## config.mk

```make
export PLATFORM = sky130hd
export DESIGN_NAME = ees_slave
export DESIGN_NICKNAME = d
export VERILOG_FILES = /design/src/rtl/ees_pkg.sv /design/src/rtl/ees_mem.sv /design/src/rtl/ees_slave.sv
export SDC_FILE = /design/constraint.sdc
export NUM_CORES = 2
export LEC_CHECK = 0
export ABC_AREA = 1
export ABC_CLOCK_PERIOD_IN_PS = 5300
export BUFFER_PORTS_ARGS = -buffer_cell sky130_fd_sc_hd__buf_4
export CAP_MARGIN = 20
export CORE_MARGIN = 1.5
export CORE_UTILIZATION = 59
export CTS_CLUSTER_DIAMETER = 200
export CTS_CLUSTER_SIZE = 25
export DETAILED_ROUTE_END_ITERATION = 8
export PLACE_DENSITY = 0.77
export SYNTH_ARGS = -nofsm -noshare
export SYNTH_HDL_FRONTEND = slang
export SYNTH_SLANG_ARGS = --single-unit
```

## constraint.sdc

```tcl
create_clock -name clk_i -period 5.3 [get_ports clk_i]
set_input_delay 0.53 -clock clk_i [delete_from_list [all_inputs] [get_ports clk_i]]
set_output_delay 0.53 -clock clk_i [all_outputs]
set_load 0.02 [all_outputs]
```

## src/rtl/ees_pkg.sv

```systemverilog
// constants and types shared by the serial eeprom read and poll logic
package ees_pkg;

  localparam int unsigned CLK_PERIOD_NS = 8;
  localparam int unsigned NS_PER_US     = 1000;
  localparam int unsigned ADDR_W        = 8;
  localparam int unsigned DATA_W        = 8;
  localparam int unsigned CS_W          = 3;
  localparam int unsigned CNT_W         = 4;
  localparam int unsigned PAGE_W        = 4;
  localparam int unsigned BUSY_W        = 20;
  localparam int unsigned MEM_DEPTH     = 256;

  // control byte layout and device-type code
  localparam logic [3:0]   DEV_CODE     = 4'hA;
  localparam int unsigned  CODE_MSB     = 7;
  localparam int unsigned  CODE_LSB     = 4;
  localparam int unsigned  CS_MSB       = 3;
  localparam int unsigned  CS_LSB       = 1;
  localparam int unsigned  RW_BIT       = 0;

  localparam logic [CNT_W-1:0]  BYTE_BITS = 4'h8;
  localparam logic [CNT_W-1:0]  LAST_BIT  = 4'h7;
  localparam logic [CNT_W-1:0]  CNT_ZERO  = 4'h0;
  localparam logic [CNT_W-1:0]  CNT_ONE   = 4'h1;
  localparam logic [ADDR_W-1:0] ADDR_ONE  = 8'h01;
  localparam logic [PAGE_W-1:0] PAGE_ONE  = 4'h1;
  localparam logic [BUSY_W-1:0] BUSY_ZERO = 20'h00000;
  localparam logic [BUSY_W-1:0] BUSY_ONE  = 20'h00001;

  typedef enum logic [2:0] {
    ST_IDLE = 3'h0,
    ST_RX   = 3'h1,
    ST_ACK  = 3'h2,
    ST_TX   = 3'h3,
    ST_MACK = 3'h4
  } ees_state_t;

  typedef enum logic [1:0] {
    BK_CTRL  = 2'h0,
    BK_WADDR = 2'h1,
    BK_DATA  = 2'h2
  } ees_kind_t;

endpackage

```

## src/rtl/ees_mem.sv

```systemverilog
// 256 x 8 storage array with registered read data
`timescale 1ns/100ps
`default_nettype none
module ees_mem (
  input  wire logic                      clk_i,
  input  wire logic                      nrst_i,
  input  wire logic                      we_i,
  input  wire logic [ees_pkg::ADDR_W-1:0] waddr_i,
  input  wire logic [ees_pkg::DATA_W-1:0] wdata_i,
  input  wire logic [ees_pkg::ADDR_W-1:0] raddr_i,
  output logic      [ees_pkg::DATA_W-1:0] rdata_o
);

  logic [ees_pkg::DATA_W-1:0] mem_reg [ees_pkg::MEM_DEPTH];
  logic [ees_pkg::DATA_W-1:0] rdata_reg;

  // array has no reset: contents are data, not control state
  always_ff @(posedge clk_i) begin
    if (we_i) begin
      mem_reg[waddr_i] <= wdata_i;
    end
  end

  always_ff @(posedge clk_i or negedge nrst_i) begin
    if (!nrst_i) begin
      rdata_reg <= 8'h00;
    end else begin
      rdata_reg <= mem_reg[raddr_i];
    end
  end

  assign rdata_o = rdata_reg;

endmodule
`default_nettype wire

```

## src/rtl/ees_slave.sv

```systemverilog
// two-wire serial eeprom slave: reads, pointer, busy polling
`timescale 1ns/100ps
`default_nettype none
module ees_slave #(
  parameter int unsigned WR_TIME_US = 5000
) (
  input  wire logic                    clk_i,
  input  wire logic                    nrst_i,
  input  wire logic                    scl_i,
  input  wire logic                    sda_i,
  output logic                         sda_o,
  output logic                         sda_oe_o,
  input  wire logic [ees_pkg::CS_W-1:0] chip_select_pins_i,
  output logic                         busy_o
);

  localparam logic [ees_pkg::BUSY_W-1:0] WR_CYCLES =
    ees_pkg::BUSY_W'((WR_TIME_US * ees_pkg::NS_PER_US) / ees_pkg::CLK_PERIOD_NS);

  // synchronisers; the first stage feeds only the second
  logic                      scl_meta_reg, scl_sync_reg, scl_prev_reg;
  logic                      sda_meta_reg, sda_sync_reg, sda_prev_reg;
  logic [ees_pkg::CS_W-1:0]  cs_meta_reg, cs_sync_reg;

  always_ff @(posedge clk_i or negedge nrst_i) begin
    if (!nrst_i) begin
      scl_meta_reg <= 1'h1;
      scl_sync_reg <= 1'h1;
      scl_prev_reg <= 1'h1;
      sda_meta_reg <= 1'h1;
      sda_sync_reg <= 1'h1;
      sda_prev_reg <= 1'h1;
      cs_meta_reg  <= 3'h0;
      cs_sync_reg  <= 3'h0;
    end else begin
      scl_meta_reg <= scl_i;
      scl_sync_reg <= scl_meta_reg;
      scl_prev_reg <= scl_sync_reg;
      sda_meta_reg <= sda_i;
      sda_sync_reg <= sda_meta_reg;
      sda_prev_reg <= sda_sync_reg;
      cs_meta_reg  <= chip_select_pins_i;
      cs_sync_reg  <= cs_meta_reg;
    end
  end

  logic scl_rise, scl_fall, start_det, stop_det;
  assign scl_rise  = scl_sync_reg & ~scl_prev_reg;
  assign scl_fall  = ~scl_sync_reg & scl_prev_reg;
  assign start_det = scl_sync_reg & scl_prev_reg & sda_prev_reg & ~sda_sync_reg;
  assign stop_det  = scl_sync_reg & scl_prev_reg & ~sda_prev_reg & sda_sync_reg;

  ees_pkg::ees_state_t          state_reg, state_next;
  ees_pkg::ees_kind_t           kind_reg, kind_next;
  logic [ees_pkg::CNT_W-1:0]    cnt_reg, cnt_next;
  logic [ees_pkg::DATA_W-1:0]   sr_reg, sr_next;
  logic [ees_pkg::DATA_W-1:0]   tx_reg, tx_next;
  logic [ees_pkg::ADDR_W-1:0]   ptr_reg, ptr_next;
  logic                         oe_reg, oe_next;
  logic                         rd_reg, rd_next;
  logic                         mack_reg, mack_next;
  logic                         wpend_reg, wpend_next;
  logic                         busy_reg, busy_next;
  logic [ees_pkg::BUSY_W-1:0]   bcnt_reg, bcnt_next;
  logic                         mem_we;
  logic [ees_pkg::DATA_W-1:0]   rd_data;
  logic                         rx_done, ctrl_match;

  assign rx_done    = scl_fall && (state_reg == ees_pkg::ST_RX) && (cnt_reg == ees_pkg::BYTE_BITS);
  assign ctrl_match = (sr_reg[ees_pkg::CODE_MSB:ees_pkg::CODE_LSB] == ees_pkg::DEV_CODE) &&
                      (sr_reg[ees_pkg::CS_MSB:ees_pkg::CS_LSB] == cs_sync_reg);

  // read port follows the pointer, so the next byte is ready long before it is needed
  ees_mem u_mem (
    .clk_i   (clk_i),
    .nrst_i  (nrst_i),
    .we_i    (mem_we),
    .waddr_i (ptr_reg),
    .wdata_i (sr_reg),
    .raddr_i (ptr_reg),
    .rdata_o (rd_data)
  );

  always_comb begin
    state_next = state_reg;
    kind_next  = kind_reg;
    cnt_next   = cnt_reg;
    sr_next    = sr_reg;
    tx_next    = tx_reg;
    ptr_next   = ptr_reg;
    oe_next    = oe_reg;
    rd_next    = rd_reg;
    mack_next  = mack_reg;
    wpend_next = wpend_reg;
    busy_next  = busy_reg;
    bcnt_next  = bcnt_reg;
    mem_we     = 1'h0;
    if (busy_reg) begin
      if (bcnt_reg == ees_pkg::BUSY_ZERO) begin
        busy_next = 1'h0;
      end else begin
        bcnt_next = bcnt_reg - ees_pkg::BUSY_ONE;
      end
    end
    if (start_det) begin
      state_next = ees_pkg::ST_RX;
      kind_next  = ees_pkg::BK_CTRL;
      cnt_next   = ees_pkg::CNT_ZERO;
      oe_next    = 1'h0;
      wpend_next = 1'h0;
    end else if (stop_det) begin
      state_next = ees_pkg::ST_IDLE;
      oe_next    = 1'h0;
      if (wpend_reg) begin
        busy_next  = 1'h1;
        bcnt_next  = WR_CYCLES - ees_pkg::BUSY_ONE;
        wpend_next = 1'h0;
      end
    end else begin
      unique case (state_reg)
        ees_pkg::ST_IDLE: begin
        end
        ees_pkg::ST_RX: begin
          if (scl_rise && (cnt_reg != ees_pkg::BYTE_BITS)) begin
            sr_next  = {sr_reg[ees_pkg::DATA_W-2:0], sda_sync_reg};
            cnt_next = cnt_reg + ees_pkg::CNT_ONE;
          end
          if (rx_done) begin
            unique case (kind_reg)
              ees_pkg::BK_CTRL: begin
                if (ctrl_match && !busy_reg) begin
                  oe_next    = 1'h1;
                  state_next = ees_pkg::ST_ACK;
                  rd_next    = sr_reg[ees_pkg::RW_BIT];
                end else begin
                  state_next = ees_pkg::ST_IDLE;
                end
              end
              ees_pkg::BK_WADDR: begin
                ptr_next   = sr_reg;
                oe_next    = 1'h1;
                state_next = ees_pkg::ST_ACK;
              end
              default: begin
                // written at once; page roll keeps the upper nibble
                mem_we     = 1'h1;
                ptr_next   = {ptr_reg[ees_pkg::ADDR_W-1:ees_pkg::PAGE_W],
                              ptr_reg[ees_pkg::PAGE_W-1:0] + ees_pkg::PAGE_ONE};
                wpend_next = 1'h1;
                oe_next    = 1'h1;
                state_next = ees_pkg::ST_ACK;
              end
            endcase
          end
        end
        ees_pkg::ST_ACK: begin
          if (scl_fall) begin
            cnt_next = ees_pkg::CNT_ZERO;
            if ((kind_reg == ees_pkg::BK_CTRL) && rd_reg) begin
              tx_next    = rd_data;
              oe_next    = ~rd_data[ees_pkg::DATA_W-1];
              state_next = ees_pkg::ST_TX;
            end else begin
              oe_next    = 1'h0;
              state_next = ees_pkg::ST_RX;
              kind_next  = (kind_reg == ees_pkg::BK_CTRL) ? ees_pkg::BK_WADDR
                                                          : ees_pkg::BK_DATA;
            end
          end
        end
        ees_pkg::ST_TX: begin
          if (scl_fall) begin
            if (cnt_reg == ees_pkg::LAST_BIT) begin
              oe_next    = 1'h0;
              state_next = ees_pkg::ST_MACK;
              ptr_next   = ptr_reg + ees_pkg::ADDR_ONE;
            end else begin
              tx_next  = {tx_reg[ees_pkg::DATA_W-2:0], 1'h0};
              oe_next  = ~tx_reg[ees_pkg::DATA_W-2];
              cnt_next = cnt_reg + ees_pkg::CNT_ONE;
            end
          end
        end
        ees_pkg::ST_MACK: begin
          if (scl_rise) begin
            mack_next = ~sda_sync_reg;
          end
          if (scl_fall) begin
            if (mack_reg) begin
              tx_next    = rd_data;
              oe_next    = ~rd_data[ees_pkg::DATA_W-1];
              cnt_next   = ees_pkg::CNT_ZERO;
              state_next = ees_pkg::ST_TX;
            end else begin
              oe_next    = 1'h0;
              state_next = ees_pkg::ST_IDLE;
            end
          end
        end
        default: begin
          oe_next    = 1'h0;
          state_next = ees_pkg::ST_IDLE;
        end
      endcase
    end
  end

  always_ff @(posedge clk_i or negedge nrst_i) begin
    if (!nrst_i) begin
      state_reg <= ees_pkg::ST_IDLE;
      kind_reg  <= ees_pkg::BK_CTRL;
      cnt_reg   <= ees_pkg::CNT_ZERO;
      sr_reg    <= 8'h00;
      tx_reg    <= 8'h00;
      ptr_reg   <= 8'h00;
      oe_reg    <= 1'h0;
      rd_reg    <= 1'h0;
      mack_reg  <= 1'h0;
      wpend_reg <= 1'h0;
      busy_reg  <= 1'h0;
      bcnt_reg  <= ees_pkg::BUSY_ZERO;
    end else begin
      state_reg <= state_next;
      kind_reg  <= kind_next;
      cnt_reg   <= cnt_next;
      sr_reg    <= sr_next;
      tx_reg    <= tx_next;
      ptr_reg   <= ptr_next;
      oe_reg    <= oe_next;
      rd_reg    <= rd_next;
      mack_reg  <= mack_next;
      wpend_reg <= wpend_next;
      busy_reg  <= busy_next;
      bcnt_reg  <= bcnt_next;
    end
  end

  // open drain: only ever pulls low
  assign sda_o    = 1'h0;
  assign sda_oe_o = oe_reg;
  assign busy_o   = busy_reg;

  property p_busy_nack;
    @(posedge clk_i) disable iff (!nrst_i)
    (rx_done && kind_reg == ees_pkg::BK_CTRL && busy_reg && !start_det && !stop_det)
      |=> (!oe_reg && state_reg == ees_pkg::ST_IDLE);
  endproperty
  a_busy_nack: assert property (p_busy_nack) else $error("ack given while busy");

  property p_stop_launch;
    @(posedge clk_i) disable iff (!nrst_i)
    (stop_det && !start_det && wpend_reg) |=> (busy_reg && bcnt_reg == WR_CYCLES - 20'h00001);
  endproperty
  a_stop_launch: assert property (p_stop_launch) else $error("write cycle not started");

  property p_restart_no_cycle;
    @(posedge clk_i) disable iff (!nrst_i)
    (start_det && !busy_reg) |=> (!busy_reg && !wpend_reg);
  endproperty
  a_restart_no_cycle: assert property (p_restart_no_cycle) else $error("restart started cycle");

  property p_code_reject;
    @(posedge clk_i) disable iff (!nrst_i)
    (rx_done && kind_reg == ees_pkg::BK_CTRL && !ctrl_match && !start_det && !stop_det)
      |=> !oe_reg;
  endproperty
  a_code_reject: assert property (p_code_reject) else $error("foreign control byte acked");

  property p_poll_ack;
    @(posedge clk_i) disable iff (!nrst_i)
    (rx_done && kind_reg == ees_pkg::BK_CTRL && ctrl_match && !busy_reg && !start_det && !stop_det)
      |=> (oe_reg && state_reg == ees_pkg::ST_ACK);
  endproperty
  a_poll_ack: assert property (p_poll_ack) else $error("idle device did not ack");

  property p_ptr_step;
    @(posedge clk_i) disable iff (!nrst_i)
    (state_reg == ees_pkg::ST_TX && scl_fall && cnt_reg == ees_pkg::LAST_BIT && !start_det && !stop_det)
      |=> (ptr_reg == ees_pkg::ADDR_W'($past(ptr_reg) + 8'h01));
  endproperty
  a_ptr_step: assert property (p_ptr_step) else $error("pointer did not step");

  property p_ptr_wrap;
    @(posedge clk_i) disable iff (!nrst_i)
    (state_reg == ees_pkg::ST_TX && scl_fall && cnt_reg == ees_pkg::LAST_BIT &&
     ptr_reg == 8'hFF && !start_det && !stop_det) |=> (ptr_reg == 8'h00);
  endproperty
  a_ptr_wrap: assert property (p_ptr_wrap) else $error("pointer did not wrap");

  property p_addr_load;
    @(posedge clk_i) disable iff (!nrst_i)
    (rx_done && kind_reg == ees_pkg::BK_WADDR && !start_det && !stop_det)
      |=> (ptr_reg == $past(sr_reg));
  endproperty
  a_addr_load: assert property (p_addr_load) else $error("word address not loaded");

  property p_release;
    @(posedge clk_i) disable iff (!nrst_i)
    (state_reg == ees_pkg::ST_MACK && scl_fall && !mack_reg && !start_det && !stop_det)
      |=> (!oe_reg && state_reg == ees_pkg::ST_IDLE);
  endproperty
  a_release: assert property (p_release) else $error("line not released");

  property p_tx_drive;
    @(posedge clk_i) disable iff (!nrst_i)
    (state_reg == ees_pkg::ST_TX) |-> (oe_reg == ~tx_reg[ees_pkg::DATA_W-1]);
  endproperty
  a_tx_drive: assert property (p_tx_drive) else $error("driven bit differs");

  c_read_byte: cover property (@(posedge clk_i) disable iff (!nrst_i)
    state_reg == ees_pkg::ST_TX ##1 state_reg == ees_pkg::ST_MACK);
  c_seq_read: cover property (@(posedge clk_i) disable iff (!nrst_i)
    state_reg == ees_pkg::ST_MACK && scl_fall && mack_reg);
  c_poll_nack: cover property (@(posedge clk_i) disable iff (!nrst_i)
    rx_done && kind_reg == ees_pkg::BK_CTRL && busy_reg);
  c_cycle: cover property (@(posedge clk_i) disable iff (!nrst_i) $rose(busy_reg));

endmodule
`default_nettype wire

```

Word level (Yosys, flattened, before mapping)

Memories as Yosys holds them, arrays and structs flattened. A register that Yosys moved wholly into a read port is not among the register bits.
Index checks and enable logic that the tools add are counted.

Shift operators: 0
Divide/modulo/power cells: 0
$mul: 0
Order comparisons: 0
Equal/unequal tests: 36
$add $sub $neg: 4
Bitwise gates (word level): 15
Reduce and logical (&&, ||, !) cells: 30
Multiplexer cells: 73

Operators with widths:

| kind                    | number |
|---|---|
| $mux W20                | 5 |
| $mux W7                 | 6 |
| $mux W4                 | 8 |
| $pmux W8 S2             | 2 |
| $mux W1                 | 28 |
| $mux W3                 | 8 |
| $mux W8                 | 3 |
| $ne A4 B4 Y1 const B    | 6 |
| $ne A2 B2 Y1 const B    | 11 |
| $pmux W7 S3             | 1 |
| $logic_not A20 Y1       | 1 |
| $sub A20 B1 Y20 const B | 1 |
| $mux W2                 | 9 |
| $ne A3 B3 Y1 const B    | 6 |
| $reduce_and A6 Y1       | 3 |
| $pmux W4 S4             | 1 |
| $reduce_and A8 Y1       | 2 |
| $pmux W3 S5             | 1 |
| $reduce_and A4 Y1       | 3 |
| $reduce_and A9 Y1       | 1 |
| $reduce_bool A3 Y1      | 3 |
| $add A4 B1 Y4 const B   | 2 |
| $add A8 B1 Y8 const B   | 1 |
| $eq A4 B4 Y1 const B    | 2 |
| 22 further kinds        | 44 |

Word-level logic and storage cells: 180
Memories kept: 1
Memory bits (writable): 2048
Memory bits (read-only): 0
Flip-flop bits (word level): 69
Bits in latches: 0
Input port bits: 7

Memories:

| name          | depth | bits a word | rd ports | clocked after memory_dff | wr ports | RTL line      | text |
|---|---|---|---|---|---|---|---|
| u_mem.mem_reg | 256   | 8           | 1        | 1                        | 1        | ees_mem.sv:14 | `logic [ees_pkg::DATA_W-1:0] mem_reg [ees_pkg::MEM_DEPTH];` |

Logic depth before layout (Yosys ltp)

Depth in word-level cells: 10
Gate-level depth with buffers: 16
Depth with buffers taken out: 13

By module

Synthesis repeated with hierarchy kept, for this count alone.

Cells, all modules: 7577
Area, all modules: 87416.3 um^2

Modules (own cells, without submodules):

| module    | instances | cells each | area an instance (um^2) |
|---|---|---|---|
| ees_mem   | 1         | 7002       | 83313.7 |
| ees_slave | 1         | 575        | 4102.7 |

Worst setup path after synthesis

OpenSTA, ideal clock, no wires.

Path kind: reg2reg
From: register sr_reg[1] (netlist bit)
To: register rd_reg
Data arrival time: 4256 ps
Data required time: 5163 ps
Buffers on the path: 0
Period minus slack after synthesis: 4393 ps
Setup time: 137 ps
Cell stages (with the launch flop): 8
Setup slack: 907 ps
Path through: dfrtp_1 inv_1 nand2_1 nand4_1 nor4_1 nand3_1 nand2_1 o21ai_0

Cells in the longest elaborated chain, start to end: 4

Ends and longest elaborated chain:

| what                               | RTL line         | text |
|---|---|---|
| from (decl)                        | ees_slave.sv:56  | `logic [ees_pkg::DATA_W-1:0] sr_reg, sr_next;` |
| from (signal assigned)             | ees_slave.sv:226 | `sr_reg <= sr_next;` |
| $eq A3 B3 Y1                       | ees_slave.sv:71  | `(sr_reg[ees_pkg::CS_MSB:ees_pkg::CS_LSB] == cs_sync_reg);` |
| $logic_and A1 B1 Y1                | ees_slave.sv:70  | `assign ctrl_match = (sr_reg[ees_pkg::CODE_MSB:ees_pkg::CODE_LSB] == ees_pkg::DEV_CODE) &&` |
| $logic_and A1 B1 Y1                | ees_slave.sv:131 | `if (ctrl_match && !busy_reg) begin` |
| $reduce_and A6 Y1 (no source line) | --               |  |
| to (signal assigned)               | ees_slave.sv:230 | `rd_reg <= rd_next;` |
| to (decl)                          | ees_slave.sv:60  | `logic rd_reg, rd_next;` |

No other way between the ends.
A chain may end at the register's enable or synchronous reset.

Final worst setup path

From: register cnt_reg[0] (netlist bit)
To: memory u_mem.mem_reg[235][0] (netlist bit), enable pin

Cells in the longest elaborated chain, start to end: 8

Ends and longest elaborated chain:

| what                          | RTL line         | text |
|---|---|---|
| from (decl)                   | ees_slave.sv:55  | `logic [ees_pkg::CNT_W-1:0] cnt_reg, cnt_next;` |
| from (signal assigned)        | ees_slave.sv:212 | `cnt_reg <= ees_pkg::CNT_ZERO;` |
| from (signal assigned)        | ees_slave.sv:225 | `cnt_reg <= cnt_next;` |
| $eq A4 B4 Y1                  | ees_slave.sv:69  | `assign rx_done = scl_fall && (state_reg == ees_pkg::ST_RX) && (cnt_reg == ees_pkg::BYTE_BITS);` |
| $logic_and A1 B1 Y1           | ees_slave.sv:69  |  |
| $mux W1                       | ees_slave.sv:128 | `if (rx_done) begin` |
| $mux W1                       | ees_slave.sv:120 | `unique case (state_reg)` |
| $mux W1                       | ees_slave.sv:111 | `end else if (stop_det) begin` |
| $mux W1                       | ees_slave.sv:105 | `if (start_det) begin` |
| $mux W1                       | ees_mem.sv:19    | `if (we_i) begin` |
| $mux W1 (implied by the code) | ees_mem.sv:20    | `mem_reg[waddr_i] <= wdata_i;` |
| to (decl)                     | ees_mem.sv:14    |  |

No other way between the ends.

==> impl.org <==
** Outcome
- Result of the run :: finished, violations left
- Violations in the final reports :: slew limit

** Clocking
- The clock tree synthesis step divided the H-tree into 3 levels.
- The later pin in the worst-skew pair is clocked with a latency of just under 0.8 ns.
- CTS tree :: done
- Clock-pin slew was measured on the worst setup and hold paths at 0.10 ns.
- Clock root cell :: sky130_fd_sc_hd__clkbuf_16
- Count of buffers added by post-CTS timing repair for setup :: 0
- Number of buffers created by CTS :: 94
- Number of buffers on the longest clock path :: 3
- Hold repair after CTS inserted 6 buffers.
- For this design, the sink count on the clock tree is 2,125.
- Resize count post-CTS :: 0

** Power and ir drop
- Combinational Power Share :: 0.286
- The share of total power dissipated in sequential elements is 0.500.
- For this design the static power due to leakage is 38.51 nW.
- VDD sags by at most around 0.00091 V.
- The share of total power dissipated in the clock network is 0.214.
- Switching portion of total power :: 0.3535
- Total power divided by cell area :: 409.7 nW/µm²
- The analysis attributes to net switching a power of around 14 mW.
- The internal power of the cells totals 25.13 mW.
- Total power for the finished layout comes to around 40 mW.

** Timing
- Final setup violation count :: 0
- Setup repair after global routing left no endpoint under its margin.
- Clock period minus final worst setup slack :: 4.241 ns
- Dividing the final minimum period by the clock period gives 0.8002.
- The clock arrives with 0.03017 ns of skew.
- The worst pin sits at a relative slew slack of -0.1856.
- The number of endpoints with negative hold slack in the final report is 0.
- Once routing completed, OpenROAD measured the worst setup slack at about 1.1 ns.
- Slew at the pin with the worst max-slew slack :: 1.778 ns
- Achievable clock frequency :: 235.8 MHz
- The count of pins over their slew limit is 161.
- After routing, the total negative slack on setup checks comes to 0 ns.

** Place
- Summed over all nets, the half-perimeter wirelength after detailed placement is 128.4 mm.
- Minimum setup slack after placement :: 1.133 ns
- The count of buffers added on input and output ports is 8.
- At the end of routability-driven placement, the weighted congestion stood at 0.8815.
- Placed cells :: 10,540

** Cells and area
- In the final layout, the share of cells above drive strength 1 is 0.02810.
- Relative area change from synthesis to final layout :: 4.613%
- Number of cells in the finished layout apart from fillers :: 10,678
- Finished Core Util :: 0.6232
- Number of flip-flops under the largest register name :: 2,048
- The net count of the finished layout is 8,628.

** Critical path
- CP cell instances :: inv_1 -> ha_1 -> nand2_1 -> nor4_2 -> nand2_1 -> nor3_2 -> nand2_1 -> nor2_1
- The worst setup path is launched from a flip-flop.
- Most frequent cell on the critical path :: sky130_fd_sc_hd__nand2_1
- In this design, the stage delay of the slowest critical-path cell is 0.82 ns.
- For the worst setup path, the data required time is 5.70 ns.
- Critical path's top delay family :: simple AND/OR/NAND/NOR gates
- CP max FO :: 16
- Cell type of the slowest stage on the worst timing path :: sky130_fd_sc_hd__nor3_2
- The number of buffers and inverters on the critical path is 1.
- The critical path is of the reg2reg type.
- STA puts the critical path data arrival time at 4.64 ns.
- Endpoint class of the critical path :: flip-flop

** Floorplanning
- Measured along the y axis, the die boundary spans 395.1 µm.
- Die boundary width :: 395.1 µm
- Die footprint :: 156,100 µm²
- Number of placement rows :: 143
- # IOs :: 10
- The initial utilization of the core area, before any placement, comes to 0.5957.
- Core Area :: approximately 150,000 µm²

** Routing
- Antenna viol nets, final :: 0
- Total Routed Length :: 224.8 mm
- Post-DR vias/cell :: 5.668
- For this block, the via count after detailed routing is 60,520.
- Violation count after the first detailed-routing iteration :: 7,673
- Final routed DRC violation total :: 0
- The pre-antenna-repair detailed-routing pass consisted of 6 iterations.
- DR WL/cell :: 21.05 µm

** GRT
- Pin count of the biggest net entering global routing :: 230
- The first global-routing pass estimated 339.8 mm of wire.
- Final global-route overflow total :: 0
- Number of global-route vias before repair :: slightly below 60,000
- The number of antenna violations at the first check in global routing is 5.
- For this run, the total global-route usage over all layers was measured as 0.2856.

** Synthesis
- After synthesis, the share of cell area in mux cells is 0.
- Summed instance area of the synthesized netlist :: 90,710 µm²
- Largest family of logic cells by synthesized area :: simple AND/OR/NAND/NOR gates
- The fraction of the mapped netlist area in compound gates is 0.03661.
- Synthesized area per cell :: 10.22 µm²
- Number of flops mapped to enable cells by yosys :: 2,048
- Share of the synthesized netlist area taken by xor and xnor gates :: 0.0009656
- In the synthesized netlist the dominant register cell turns out to be sky130_fd_sc_hd__edfxtp_1.
- The number of nets handed over by synthesis was 8,887.
- Of the synthesized area, sequential elements account for 0.6993.
- Counting distinct cell types in the post-synthesis netlist gives 41.
- In the synthesized netlist the async set-or-reset flop fraction comes to 0.03624.
- The synthesized design contains roughly 2,100 register bits.
- Synthesized-area fraction occupied by adder cells :: 0.001104
- Of the total synthesized cell area, the portion taken by AND, OR, NAND and NOR gates is 0.2050.
- During synthesis, Yosys emitted a total of 0 warnings.
- Synthesis handed over a netlist of about 9,000 instances.

** Flow run
- The tool flagged a number of max-cap violations equal to 0.

** Min path
- The path class of the tightest hold or removal check is in2async.
final timing paths:
| kind | from | to | slack (ns) | cells after the start |
|---|---|---|---|---|
| max | cnt_reg[0]$_DFFE_PN0P_ | u_mem.mem_reg[235][0]$_DFFE_PP_ | 1.06 | 8 |
| min | nrst_i | bcnt_reg[0]$_DFF_PN0_ | 0.31 | 2 |
| max reg2reg | cnt_reg[0]$_DFFE_PN0P_ | u_mem.mem_reg[235][0]$_DFFE_PP_ | 1.06 | 8 |
| min reg2reg | cs_meta_reg[0]$_DFF_PN0_ | cs_sync_reg[0]$_DFF_PN0_ | 0.36 | 0 |
| max in group asynchronous | nrst_i | ptr_reg[1]$_DFFE_PN0P_ | 4.03 | 3 |
| min in group clk_i | cs_meta_reg[0]$_DFF_PN0_ | cs_sync_reg[0]$_DFF_PN0_ | 0.36 | 0 |
logic make-up (layout without fill, tap and decap cells):
logic type | count (synthesis) | after routing
AO/OA/AOI/OAI | 653 | 653
XOR/XNOR | 10 | 10
adder cells (fa/ha/maj) | 8 | 8
buffers and inverters | 1273 | 1048
flip-flops | 2125 | 2125
other | 1 | 2
AND/OR/NAND/NOR | 4802 | 4802
synth_stat cells, types with 17 or more instances:
cell type / instances / share of area
sky130_fd_sc_hd__nand2_1: 3449 / 0.14
sky130_fd_sc_hd__edfxtp_1: 2048 / 0.68
sky130_fd_sc_hd__nor2_1: 951 / 0.039
sky130_fd_sc_hd__inv_1: 820 / 0.034
sky130_fd_sc_hd__nand3_1: 364 / 0.020
sky130_fd_sc_hd__o21ai_0: 364 / 0.020
sky130_fd_sc_hd__o21ai_1: 250 / 0.014
sky130_fd_sc_hd__clkbuf_1: 202 / 0.0084
sky130_fd_sc_hd__buf_2: 170 / 0.0094
sky130_fd_sc_hd__dfrtp_1: 71 / 0.020
sky130_fd_sc_hd__buf_1: 45 / 0.0019
sky130_fd_sc_hd__a21oi_1: 18 / 0.00099
sky130_fd_sc_hd__buf_6: 17 / 0.0021
per-stage QoR:
stage | hold slack [ns] | instance area, µm²
floorplan | 0.2344 | 90710
CTS | 0.2998 | 94870
detailed placement | 0.3418 | 92240
finish | 0.3088 | 94890
global route | 0.3618 | 94890
global placement | 0.3407 | 92240
power groups by stage:
stage | Combinational [mW] | Sequential, mW | Clock (mW)
global placement | 10.7 | 19.8 | 0
global route | 12.1 | 19.4 | 8.87
detailed placement | 10.9 | 19.8 | 0
CTS | 10.9 | 19.4 | 8.36
finish | 11.1 | 19.4 | 8.32
floorplan | 6.90 | 20.1 | 0
layout make-up:
cell class              count  area [µm²]
diodes                      1       2.502
clock buffers             126        2536
clock inverters             4       35.03
fillers                 11715       57370
inverters                 827        3122
multi-input cells        5474       22190
flip-flops and latches   2125       63470
well taps                2030        2540
repair buffers             91       998.5
per-layer routing:
| metal | track usage | wire (µm) |
|---|---|---|
| met5 | 0 | 47 |
| met4 | 0.1320 | 10870 |
| met3 | 0.04441 | 22740 |
| met2 | 0.4566 | 104100 |
| met1 | 0.3885 | 87010 |
placed cells by master, fill, tap and decap left out, types with 9 or more instances in the layout:
cell and count:
sky130_fd_sc_hd__a21oi_1 18, sky130_fd_sc_hd__buf_12 24, sky130_fd_sc_hd__buf_4 61, sky130_fd_sc_hd__clkbuf_1 29, sky130_fd_sc_hd__clkbuf_16 97, sky130_fd_sc_hd__dfrtp_1 61
sky130_fd_sc_hd__dfrtp_4 10, sky130_fd_sc_hd__edfxtp_1 2048, sky130_fd_sc_hd__inv_1 820, sky130_fd_sc_hd__nand2_1 3434, sky130_fd_sc_hd__nand2_2 19, sky130_fd_sc_hd__nand3_1 364
sky130_fd_sc_hd__nand4_1 9, sky130_fd_sc_hd__nor2_1 945, sky130_fd_sc_hd__nor3_1 9, sky130_fd_sc_hd__o21ai_0 364, sky130_fd_sc_hd__o21ai_1 250
Power figures use the tool's default switching activity.
